==> src/logic/srw_pkg.sv <==
/*
 * Shared constants and carriers for the stop-recovery and watchdog block:
 * register offsets, field positions, reset values, recovery source codes
 * and the lock-window length.
 * Assumes an 8-bit register port and a single clock domain.
 */
package srw_pkg;

    // Register offsets (watchdog_mode fixed, the rest local)
    localparam logic [7:0] ADDR_RECOVERY = 8'h0b;
    localparam logic [7:0] ADDR_WDMODE   = 8'h0f;
    localparam logic [7:0] ADDR_IRQ_STAT = 8'h10;
    localparam logic [7:0] ADDR_IRQ_MASK = 8'h11;

    // stop_recovery_control field positions
    localparam int SRC_LSB   = 2;
    localparam int DLY_BIT   = 5;
    localparam int LVL_BIT   = 6;
    localparam int WARM_BIT  = 7;

    // watchdog_mode field positions
    localparam int TAP_LSB   = 0;
    localparam int HALT_BIT  = 2;
    localparam int STOP_BIT  = 3;

    // Recovery source codes
    localparam logic [2:0] SRC_RESET_ONLY   = 3'h0;
    localparam logic [2:0] SRC_RESERVED     = 3'h1;
    localparam logic [2:0] SRC_PORT3_PIN1   = 3'h2;
    localparam logic [2:0] SRC_PORT3_PIN2   = 3'h3;
    localparam logic [2:0] SRC_PORT3_PIN3   = 3'h4;
    localparam logic [2:0] SRC_PORT2_PIN7   = 3'h5;
    localparam logic [2:0] SRC_NOR_LOW4     = 3'h6;
    localparam logic [2:0] SRC_NOR_ALL8     = 3'h7;

    // Reset values
    localparam logic [2:0] SRC_RST  = 3'h0;
    localparam logic       DLY_RST  = 1'b1;
    localparam logic       LVL_RST  = 1'b0;
    localparam logic       HALT_RST = 1'b1;
    localparam logic       STOP_RST = 1'b0;

    // Write window on watchdog_mode, in oscillator clocks (60 processor cycles)
    localparam int         WIN_W          = 7;
    localparam logic [6:0] WIN_OSC_CLOCKS = 7'h78;

    // Interrupt status bits
    localparam int IRQ_W      = 3;
    localparam int IRQ_WAKE   = 0;
    localparam int IRQ_WDT    = 1;
    localparam int IRQ_LOCKED = 2;

    typedef struct packed {
        logic zero;
        logic sign;
        logic overflow;
    } srw_flags_s;

    // Condition flags left by the watchdog instruction
    localparam srw_flags_s WDT_FLAGS_VAL = '{zero: 1'b0, sign: 1'b0, overflow: 1'b0};

    typedef struct packed {
        logic       stop_en;
        logic       halt_en;
        logic [1:0] tap;
    } srw_wdmode_s;

    typedef enum logic { WD_IDLE, WD_RUN } srw_wd_e;

endpackage : srw_pkg

==> src/logic/srw_top.sv <==
/*
 * Stop-mode recovery control and retriggerable watchdog.
 * Assumes the CPU reports its Stop and Halt states and watchdog instruction
 * as synchronous levels/pulses, and the RC oscillator arrives as a
 * synchronous level that toggles slower than CLK.
 */
// Functional notes
// - Bits 4:2 pick wake source: reset only, reserved, port3 pins 1-3, port2 pin 7.
// - Code 110 wakes on NOR of port2 pins 0-3; 111 on NOR of 0-7.
// - Port2 pins set as outputs read as inactive to the NOR terms.
// - Bit 5 low skips the power-on delay after wake; resets to 1.
// - Bit 6 picks high-level wake when 1, low-level when 0; resets 0.
// - Bit 7 reads 1 after Stop recovery, 0 after any other reset.
// - Watchdog is a retriggerable one-shot that resets the CPU at terminal count.
// - Watchdog idles until first watchdog instruction; each later one restarts it.
// - Watchdog counter advances on the RC oscillator, not the CPU clock.
// - The watchdog instruction also updates zero, sign and overflow flags.
// - Mode bits 1:0 pick timeout tap, bit 2 Halt enable, bit 3 Stop enable.
// - Mode register writable only 120 clocks after reset, then locked.
// - Mode register is write-only; reads never return its contents.
`timescale 1ns/1ps
module srw_top #(
    parameter int               CNT_W   = 16,
    parameter logic [CNT_W-1:0] TAP0    = CNT_W'(16'h0100),
    parameter logic [CNT_W-1:0] TAP1    = CNT_W'(16'h0200),
    parameter logic [CNT_W-1:0] TAP2    = CNT_W'(16'h0400),
    parameter logic [CNT_W-1:0] TAP3    = CNT_W'(16'h1000),
    parameter logic [1:0]       DEF_TAP = 2'h0
) (
    // Clock and reset
    input  wire logic               CLK,
    input  wire logic               RST,
    // Register port
    input  wire logic [7:0]         ADDR,
    input  wire logic [7:0]         WDATA,
    input  wire logic               WR,
    input  wire logic               RD,
    output logic [7:0]              RDATA,
    // CPU side
    input  wire logic               CPU_STOP,
    input  wire logic               CPU_HALT,
    input  wire logic               WDT_EXEC,
    output logic                    WAKE,
    output logic                    WAKE_DELAY_EN,
    output logic                    WDT_RESET,
    output logic                    FLAG_WE,
    output srw_pkg::srw_flags_s     FLAGS,
    output logic                    IRQ,
    // Wake pins and RC oscillator
    input  wire logic [7:0]         PORT2_IN,
    input  wire logic [7:0]         PORT2_IS_OUT,
    input  wire logic [3:1]         PORT3_IN,
    input  wire logic               RC_OSC
);

    logic [2:0]              src_code;
    logic                    dly_sel;
    logic                    lvl_sel;
    logic                    warm;
    srw_pkg::srw_wdmode_s    wd_mode;
    srw_pkg::srw_wd_e        wd_state;
    logic [CNT_W-1:0]        wd_cnt;
    logic [CNT_W-1:0]        wd_period;
    logic [srw_pkg::WIN_W-1:0] win_cnt;
    logic [srw_pkg::IRQ_W-1:0] irq_stat;
    logic [srw_pkg::IRQ_W-1:0] irq_mask;
    logic [srw_pkg::IRQ_W-1:0] irq_set;
    logic [7:0]              p2_live;
    logic                    nor_low4;
    logic                    nor_all8;
    logic                    src_val;
    logic                    src_valid;
    logic                    wake_hit;
    logic                    woken;
    logic                    rc_q;
    logic                    rc_rise;
    logic                    wd_active;
    logic                    wd_timeout;
    logic                    win_open;
    logic                    wr_wdm;
    logic                    rd_stat;
    logic [7:0]              next_rdata;

    // Output-configured pins look inactive so they never hold the NOR low
    assign p2_live  = PORT2_IN & ~PORT2_IS_OUT;
    assign nor_low4 = ~|p2_live[3:0];
    assign nor_all8 = ~|p2_live;

    always_comb begin
        src_val   = 1'b0;
        src_valid = 1'b1;
        case (src_code)
            srw_pkg::SRC_PORT3_PIN1: src_val = PORT3_IN[1];
            srw_pkg::SRC_PORT3_PIN2: src_val = PORT3_IN[2];
            srw_pkg::SRC_PORT3_PIN3: src_val = PORT3_IN[3];
            srw_pkg::SRC_PORT2_PIN7: src_val = p2_live[7];
            srw_pkg::SRC_NOR_LOW4:   src_val = nor_low4;
            srw_pkg::SRC_NOR_ALL8:   src_val = nor_all8;
            default:                 src_valid = 1'b0;
        endcase
    end

    // Level-sensitive: the active level chosen by lvl_sel wakes the part
    assign wake_hit = CPU_STOP && !woken && src_valid && (src_val == lvl_sel);

    // One wake pulse per Stop; re-armed when the CPU leaves Stop
    always_ff @(posedge CLK) begin
        if (RST) begin
            WAKE  <= 1'b0;
            woken <= 1'b0;
        end else begin
            WAKE <= wake_hit;
            if (!CPU_STOP) begin
                woken <= 1'b0;
            end else if (wake_hit) begin
                woken <= 1'b1;
            end
        end
    end

    assign WAKE_DELAY_EN = dly_sel;

    assign win_open = (win_cnt != '0);
    assign wr_wdm   = WR && (ADDR == srw_pkg::ADDR_WDMODE);
    assign rd_stat  = RD && (ADDR == srw_pkg::ADDR_IRQ_STAT);

    // Recovery control register; warm flag tracks the kind of last reset
    always_ff @(posedge CLK) begin
        if (RST) begin
            src_code <= srw_pkg::SRC_RST;
            dly_sel  <= srw_pkg::DLY_RST;
            lvl_sel  <= srw_pkg::LVL_RST;
            warm     <= 1'b0;
        end else begin
            if (WR && (ADDR == srw_pkg::ADDR_RECOVERY)) begin
                src_code <= WDATA[srw_pkg::SRC_LSB +: 3];
                dly_sel  <= WDATA[srw_pkg::DLY_BIT];
                lvl_sel  <= WDATA[srw_pkg::LVL_BIT];
            end
            if (WAKE) begin
                warm <= 1'b1;
            end else if (WDT_RESET) begin
                warm <= 1'b0;
            end
        end
    end

    // Lock window reopens on every reset the block causes or sees
    always_ff @(posedge CLK) begin
        if (RST) begin
            win_cnt <= srw_pkg::WIN_OSC_CLOCKS;
        end else if (WAKE || WDT_RESET) begin
            win_cnt <= srw_pkg::WIN_OSC_CLOCKS;
        end else if (win_open) begin
            win_cnt <= win_cnt - 1'b1;
        end
    end

    always_ff @(posedge CLK) begin
        if (RST) begin
            wd_mode <= '{stop_en: srw_pkg::STOP_RST, halt_en: srw_pkg::HALT_RST,
                         tap: DEF_TAP};
        end else if (wr_wdm && win_open) begin
            wd_mode.tap     <= WDATA[srw_pkg::TAP_LSB +: 2];
            wd_mode.halt_en <= WDATA[srw_pkg::HALT_BIT];
            wd_mode.stop_en <= WDATA[srw_pkg::STOP_BIT];
        end
    end

    always_comb begin
        case (wd_mode.tap)
            2'h0:    wd_period = TAP0;
            2'h1:    wd_period = TAP1;
            2'h2:    wd_period = TAP2;
            default: wd_period = TAP3;
        endcase
    end

    // RC input is sampled once; its rising edge is the counter's tick
    always_ff @(posedge CLK) begin
        if (RST) begin
            rc_q <= 1'b0;
        end else begin
            rc_q <= RC_OSC;
        end
    end

    assign rc_rise   = RC_OSC && !rc_q;
    assign wd_active = (wd_state == srw_pkg::WD_RUN) &&
                       !(CPU_HALT && !wd_mode.halt_en) &&
                       !(CPU_STOP && !wd_mode.stop_en);
    assign wd_timeout = wd_active && rc_rise && (wd_cnt >= wd_period - 1'b1);

    // Refresh takes priority over a timeout landing in the same cycle
    always_ff @(posedge CLK) begin
        if (RST) begin
            wd_state <= srw_pkg::WD_IDLE;
            wd_cnt   <= '0;
        end else begin
            case (wd_state)
                srw_pkg::WD_IDLE: begin
                    if (WDT_EXEC) begin
                        wd_state <= srw_pkg::WD_RUN;
                        wd_cnt   <= '0;
                    end
                end
                srw_pkg::WD_RUN: begin
                    if (WDT_EXEC) begin
                        wd_cnt <= '0;
                    end else if (wd_timeout) begin
                        wd_state <= srw_pkg::WD_IDLE;
                        wd_cnt   <= '0;
                    end else if (wd_active && rc_rise) begin
                        wd_cnt <= wd_cnt + 1'b1;
                    end
                end
                default: wd_state <= srw_pkg::WD_IDLE;
            endcase
        end
    end

    always_ff @(posedge CLK) begin
        if (RST) begin
            WDT_RESET <= 1'b0;
        end else begin
            WDT_RESET <= wd_timeout && !WDT_EXEC;
        end
    end

    always_ff @(posedge CLK) begin
        if (RST) begin
            FLAG_WE <= 1'b0;
            FLAGS   <= '0;
        end else begin
            FLAG_WE <= WDT_EXEC;
            if (WDT_EXEC) begin
                FLAGS <= srw_pkg::WDT_FLAGS_VAL;
            end
        end
    end

    // Sticky status; a new event beats the read that clears it
    always_comb begin
        irq_set                      = '0;
        irq_set[srw_pkg::IRQ_WAKE]   = WAKE;
        irq_set[srw_pkg::IRQ_WDT]    = WDT_RESET;
        irq_set[srw_pkg::IRQ_LOCKED] = wr_wdm && !win_open;
    end

    always_ff @(posedge CLK) begin
        if (RST) begin
            irq_stat <= '0;
            irq_mask <= '0;
        end else begin
            irq_stat <= (rd_stat ? '0 : irq_stat) | irq_set;
            if (WR && (ADDR == srw_pkg::ADDR_IRQ_MASK)) begin
                irq_mask <= WDATA[srw_pkg::IRQ_W-1:0];
            end
        end
    end

    assign IRQ = |(irq_stat & irq_mask);

    always_comb begin
        next_rdata = 8'h00;
        if (ADDR == srw_pkg::ADDR_RECOVERY) begin
            next_rdata[srw_pkg::SRC_LSB +: 3] = src_code;
            next_rdata[srw_pkg::DLY_BIT]      = dly_sel;
            next_rdata[srw_pkg::LVL_BIT]      = lvl_sel;
            next_rdata[srw_pkg::WARM_BIT]     = warm;
        end else if (ADDR == srw_pkg::ADDR_IRQ_STAT) begin
            next_rdata[srw_pkg::IRQ_W-1:0] = irq_stat;
        end else if (ADDR == srw_pkg::ADDR_IRQ_MASK) begin
            next_rdata[srw_pkg::IRQ_W-1:0] = irq_mask;
        end
        // Mode register and unmapped offsets read as zero
    end

    always_ff @(posedge CLK) begin
        if (RST) begin
            RDATA <= 8'h00;
        end else if (RD) begin
            RDATA <= next_rdata;
        end else begin
            RDATA <= 8'h00;
        end
    end

    wake_cause_a: assert property (@(posedge CLK) disable iff (RST)
        $rose(WAKE) |-> $past(CPU_STOP && src_code != srw_pkg::SRC_RESET_ONLY
                              && src_code != srw_pkg::SRC_RESERVED))
        else $error("wake without a valid source in Stop");

    nor_mask_a: assert property (@(posedge CLK) disable iff (RST)
        (PORT2_IS_OUT == 8'hff) |-> (nor_all8 && nor_low4))
        else $error("output pin disturbed the NOR term");

    nor_low_a: assert property (@(posedge CLK) disable iff (RST)
        (CPU_STOP && !woken && src_code == srw_pkg::SRC_NOR_LOW4
         && lvl_sel && nor_low4) |=> WAKE)
        else $error("NOR of low port2 pins did not wake");

    reset_vals_a: assert property (@(posedge CLK)
        $past(RST) && !RST |-> (!lvl_sel && dly_sel && !warm))
        else $error("recovery fields wrong after reset");

    warm_flag_a: assert property (@(posedge CLK) disable iff (RST)
        WAKE |=> (warm ##1 warm || WDT_RESET))
        else $error("warm flag not set by recovery");

    wdt_idle_a: assert property (@(posedge CLK) disable iff (RST)
        (wd_state == srw_pkg::WD_IDLE && !WDT_EXEC) |=> !WDT_RESET)
        else $error("idle watchdog fired");

    wdt_refresh_a: assert property (@(posedge CLK) disable iff (RST)
        WDT_EXEC |=> (wd_cnt == '0 && wd_state == srw_pkg::WD_RUN))
        else $error("watchdog instruction did not restart count");

    wdt_oneshot_a: assert property (@(posedge CLK) disable iff (RST)
        WDT_RESET |-> (wd_state == srw_pkg::WD_IDLE && $past(wd_cnt) == wd_period - 1'b1))
        else $error("watchdog reset not at terminal count");

    rc_tick_a: assert property (@(posedge CLK) disable iff (RST)
        (wd_cnt != $past(wd_cnt) && wd_cnt != '0) |-> $past(rc_rise))
        else $error("watchdog counted without RC edge");

    flag_upd_a: assert property (@(posedge CLK) disable iff (RST)
        WDT_EXEC |=> (FLAG_WE && FLAGS == srw_pkg::WDT_FLAGS_VAL))
        else $error("condition flags not updated");

    mode_lock_a: assert property (@(posedge CLK) disable iff (RST)
        (wr_wdm && !win_open) |=> $stable(wd_mode))
        else $error("locked mode register changed");

    mode_read_a: assert property (@(posedge CLK) disable iff (RST)
        (RD && ADDR == srw_pkg::ADDR_WDMODE) |=> (RDATA == 8'h00))
        else $error("mode register contents readable");

endmodule : srw_top

==> config.mk <==
export PLATFORM = sky130hd
export DESIGN_NAME = srw_top
export DESIGN_NICKNAME = d
export VERILOG_FILES = /design/src/logic/srw_pkg.sv /design/src/logic/srw_top.sv
export SDC_FILE = /design/constraint.sdc
export NUM_CORES = 1
export LEC_CHECK = 0
export ABC_AREA = 1
export BUFFER_PORTS_ARGS = -buffer_cell sky130_fd_sc_hd__buf_2
export CAP_MARGIN = 25
export CORE_ASPECT_RATIO = 0.8
export CORE_MARGIN = 10
export CORE_UTILIZATION = 58
export CTS_CLUSTER_SIZE = 28
export DETAILED_ROUTE_END_ITERATION = 16
export GPL_TIMING_DRIVEN = 0
export MAX_ROUTING_LAYER = met4
export PLACE_DENSITY_LB_ADDON = 0.08
export SYNTH_ARGS = -nofsm -noshare
export SYNTH_HDL_FRONTEND = slang
export SYNTH_SLANG_ARGS = --single-unit
==> constraint.sdc <==
create_clock -name CLK -period 4.54 [get_ports CLK]
set_input_delay 1.135 -clock CLK [delete_from_list [all_inputs] [get_ports CLK]]
set_output_delay 1.135 -clock CLK [all_outputs]
set_load 0.02 [all_outputs]
Word-level counts from Yosys, hierarchy flattened
Cells that the tools add are included.
{"block": "classes", "n_mux": 18, "order_cmp": 1, "reduce_logical": 41, "bitwise": 8, "n_eq_ne": 15, "n_addsub": 3}
{"op": "16-bit two-way mux", "n": 4}
{"op": "13-bit one-hot mux with 3 select lines", "n": 1}
{"op": "16-bit one-hot mux with 2 select lines", "n": 1}
{"op": "1-bit logical AND", "n": 17}
{"op": "16-bit by 1-bit adder with 16-bit output, second input constant", "n": 1}
{"op": "8-bit by 4-bit equality test with 1-bit output, second input constant", "n": 2}
{"op": "8-bit by 5-bit equality test with 1-bit output, second input constant", "n": 2}
{"op": "16-bit >= comparator", "n": 1}
{"op": "16-bit by 1-bit subtractor with 16-bit output, second input constant", "n": 1}
{"op": "3-bit equality test, second input constant", "n": 4}
{"op": "1-bit zero test", "n": 10}
{"op": "3-bit two-way mux", "n": 3}
{"op": "3-bit OR reduction", "n": 3}
{"op": "8-bit AND", "n": 1}
{"op": "8-bit inverter", "n": 1}
{"op": "8-bit OR reduction", "n": 1}
{"op": "1-bit two-way mux", "n": 7}
{"op": "7-bit nonzero test", "n": 1}
{"op": "7-bit by 1-bit subtractor with 7-bit output, second input constant", "n": 1}
{"op": "3-bit by 2-bit equality test with 1-bit output, second input constant", "n": 2}
{"op": "1-bit one-hot mux with 6 select lines", "n": 1}
{"op": "2-bit OR reduction", "n": 3}
{"op": "6-bit OR reduction", "n": 1}
{"op": "4-bit by 2-bit != test with 1-bit output, second input constant", "n": 1}
{"op": "13 further kinds", "n": 16}
{"block": "totals", "register_bits": 53, "inputBits": 43}

Depth between registers and ports, before layout
{"block": "depth", "ltp_word": 10, "depth_mapped": 11}

Worst setup path before layout
No wires, ideal clock.
{"block": "synth_timing", "path_kind": "input to register", "from": "input ADDR[3]", "to": "register irq_mask[0] in the netlist's numbering", "stages": 5, "path_slack_ns": 2.504, "arrival_ns": 1.915, "path_cell_list": "or2_1 -> nor3b_2 -> nand3_1 -> o21ai_0 -> a21oi_1"}
{"block": "synth_between", "elab_chain_cells": 2}
{"element": "start: declaration", "line_no": "srw_top.sv:34", "source": "input wire logic [7:0] ADDR,"}
{"element": "8-bit by 5-bit equality test with 1-bit output", "line_no": "srw_top.sv:256", "source": "if (WR && (ADDR == srw_pkg::ADDR_IRQ_MASK)) begin"}
{"element": "1-bit logical AND", "line_no": "srw_top.sv:256"}
{"element": "end signal: assignment", "line_no": "srw_top.sv:257", "source": "irq_mask <= WDATA[srw_pkg::IRQ_W-1:0];"}
{"element": "end: declaration", "line_no": "srw_top.sv:66", "source": "logic [srw_pkg::IRQ_W-1:0] irq_mask;"}
Every way passes these cells.
A chain may end at the register's enable or synchronous reset.

Worst setup path in the final report
{"block": "layout_timing", "from": "register irq_mask[0] in the netlist's numbering", "to": "output IRQ"}
{"block": "layout_between", "elab_chain_cells": 2}
{"element": "3-bit AND", "line_no": "srw_top.sv:262", "source": "assign IRQ = |(irq_stat & irq_mask);"}
{"element": "3-bit OR reduction", "line_no": "srw_top.sv:262"}
{"element": "end: declaration", "line_no": "srw_top.sv:48", "source": "output logic IRQ,"}
Every way passes these cells.

==> flow_summary.yaml <==
logic_synthesis:
  synth-seq-cells: 53
  synth_common_cells: "nand2_1 (78), inv_1 (56), dfxtp_1 (53)"
  async_flop_share: 0
  synth_most_common_cell: "nand2_1"
  synthAdderAreaFrac: 0.0292
  synthCells: 358
  synth.distinct_cells: 35
  synth_top_flop_cell: "dfxtp_1"
  synth_top_family_by_area: "simple AND/OR/NAND/NOR gates"
  ys_seq_area_frac: 0.413
  synth_compound_area_frac: 0.126
  yosys_warnings: 0
  synthMuxAreaShare: 0
  synth-simple-area-share: 0.310
  syn_area_per_cell_sq_um: 7.18
  synth-xor-area-share: 0.0170
  syn_area_sq_um: 2570
  synth_top_cell_area_share: 0.413
  synth_area_leaders: "dfxtp_1 (41%), nand2_1 (11%), inv_1 (8.2%), a21oi_1 (5.8%), nor2_1 (4.4%)"
  post-synth-top-area-cell: "dfxtp_1"
  synth_edf_count: 0
grt:
  antenna_found_initial: 0
  grt_pass1_vias: 2231
  grt_max_degree: 19
  grt_pass1_wl_mm: 9.65
  track_usage: 0.160
  grt_overflow: 0
final_layout:
  syn2layout_area_growth_pct: 17.0
  final_cell_area_sq_um: 3010
  multi_input_area_sq_um: 1250
  drive_gt1_frac: 0.221
  antenna_cells: 0
  final_cells: 478
  ff_latch_area_sq_um: 1060
  fillCellCount: 386
  fin_nets: 469
route:
  viasPerCell: 5.02
  drt-wirelength-per-cell_microns: 12.2
  num_vias: 2398
  wl_mm: 5.83
  drt-pass1-iter-count: 4
  drt_first_iter_violations: 142
  drc_errors: 0
  drtAntennaViolNets: 0
clock_network:
  clkTransAtPathRegs_ns: 0.10
  cts-htree-levels: 2
  cts_setup_buffers: 0
  clock_sinks: 53
  clockRootBuffer: "clkbuf_8"
  cts_buffer_depth: 2
  ctsHoldBuffers: 0
  cts_tree: "built"
  cts_inserted_buffers: 5
  insertion_delay_ns: 0.31
  cts_resized: 0
timing:
  fin_crit_ns: 2.23
  skew_ns: 0.00701
  slew_viol_final: 0
  clock.fmax_mhz: 447
  hold_viol: 0
  layout_setup_ws_ns: 2.31
  slew_headroom: 0.644
  rsz0062_at_grt: "no"
  holdWs_ns: 0.454
  finalSetupViolations: 0
  worst_pin_slew_ns: 0.534
  fin_setup_tns_ns: 0
  min_period_over_period: 0.492
floorplanning:
  dieArea_sq_um: 7510
  start_util: 0.608
  fp.coreArea_sq_um: 4230
  fp-row-count: 21
  fp.dieW_microns: 94.4
  io_pins: 59
  fp.dieH_microns: 79.6
setup_path:
  worstPathMaxFanout: 3
  r2r_setup_slack_ns: 2.74
  reg2reg_from: "wd_cnt[9]"
  crit_path_end_kind: "output pin"
  r2r-end: "wd_cnt[4]"
  crit_type: "reg2out"
  arrival_ns: 1.10
  start_kind: "flip-flop"
  crit_required_ns: 3.40
  rr_worst_depth: 10
place:
  io_buffers: 53
  place_area_sq_um: 2920
  dp_hpwl_mm: 4.63
  dp_slack_ns: 2.24
  gp_congestion: 0.891
  dpl.cell_count: 470
worst_hold_path:
  hold_start: "WAKE_DELAY_EN"
  hp-class: "reg2reg"
  hold_depth: 2
  min_to: "RDATA[5]"
power:
  power_density_nw_per_um2: 280
  p_leak_uw: 0.00133
  ir_worst_vdd_mv: 0.216
status:
  status: "completed"
run:
  maxCapViolations: 0
[cells in the final DEF (no fill, tap or decap), types with 2 or more instances in the layout]
master | Yosys | final
nand2_1 | 78 | 78
inv_1 | 56 | 56
buf_2 | 2 | 55
dfxtp_1 | 53 | 53
nor2_1 | 30 | 30
a21oi_1 | 30 | 30
nand3_1 | 21 | 21
o21ai_0 | 17 | 17
nor3_2 | 7 | 7
nand4_1 | 7 | 7
nor3_1 | 6 | 6
ha_1 | 6 | 6
nor2_2 | 5 | 5
clkbuf_8 | 0 | 5
inv_2 | 4 | 4
o21ai_1 | 4 | 4
nand2_2 | 3 | 3
xnor2_1 | 3 | 3
buf_4 | 3 | 3
conb_1 | 1 | 3
nor2_4 | 2 | 2
o211ai_1 | 2 | 2
nand3_2 | 2 | 2
nand3b_1 | 2 | 2
o22ai_1 | 2 | 2
xor2_1 | 2 | 2
inv_6 | 0 | 2
[worst max path at each step]
stage	endpoint	cells after the start	start	slack, ns
6_report	IRQ	3	irq_mask[0]	2.31
2_1_floorplan	irq_mask[0]	5	ADDR[3]	2.50
4_1_cts	IRQ	3	irq_mask[0]	2.30
5_1_grt	IRQ	3	irq_stat[0]	2.22
3_3_place_gp	irq_mask[2]	6	ADDR[3]	2.26
3_5_place_dp	irq_mask[2]	6	ADDR[2]	2.24
[metal layers]
metal	vias up	part of all wire	GRT usage
li1	1260	-	-
met1	1060	0.48	0.196
met2	74	0.44	0.253
met3	4	0.078	0.0508
met4	0	0.0046	0.0303
met5	-	0	-
[registers in the layout, indices dropped and copies added (netlist names)]
register       flops
FLAG_WE            1
RDATA              8
WAKE               1
WAKE_DELAY_EN      1
WDT_RESET          1
irq_mask           3
irq_stat           3
lvl_sel            1
rc_q               1
src_code           3
warm               1
wd_cnt            16
wd_mode            4
wd_state           1
win_cnt            7
woken              1
[worst max-delay path, stage by stage (launching register included)]
cell	delay [ns]
dfxtp_1	0.32
inv_1	0.06
o221ai_1	0.20
buf_2	0.20
[through the flow]
stage | utilization | total power, uW
global placement | 0.689 | 573
floorplan | - | 544
global route | 0.711 | 878
CTS | 0.711 | 850
detailed placement | 0.689 | 575
finish | 0.711 | 843
[cell type report]
cell class | count | share of cell area
buffer | 7 | 0.0137
clock buffer | 5 | 0.0229
clock inverter | 3 | 0.00832
inverter | 60 | 0.0748
multi-input combinational | 240 | 0.416
sequential | 53 | 0.353
tap | 57 | 0.0237
timing repair buffer | 53 | 0.0881
[cells by family (layout without fill, tap and decap cells)]
logic type / Yosys count / count (layout)
buffers and inverters: 67 / 128
and+or+nand+nor: 167 / 167
xor gates and xnor gates: 5 / 5
adders and majority gates: 6 / 6
other: 1 / 3
DFF: 53 / 53
AOI/OAI and AO/OA: 59 / 59
[where the power goes]
group          internal [uW]  switching (uW)
registers                474            8.11
logic                   36.5            45.5
clock network            113             166
(Power assumes the default switching activity.)
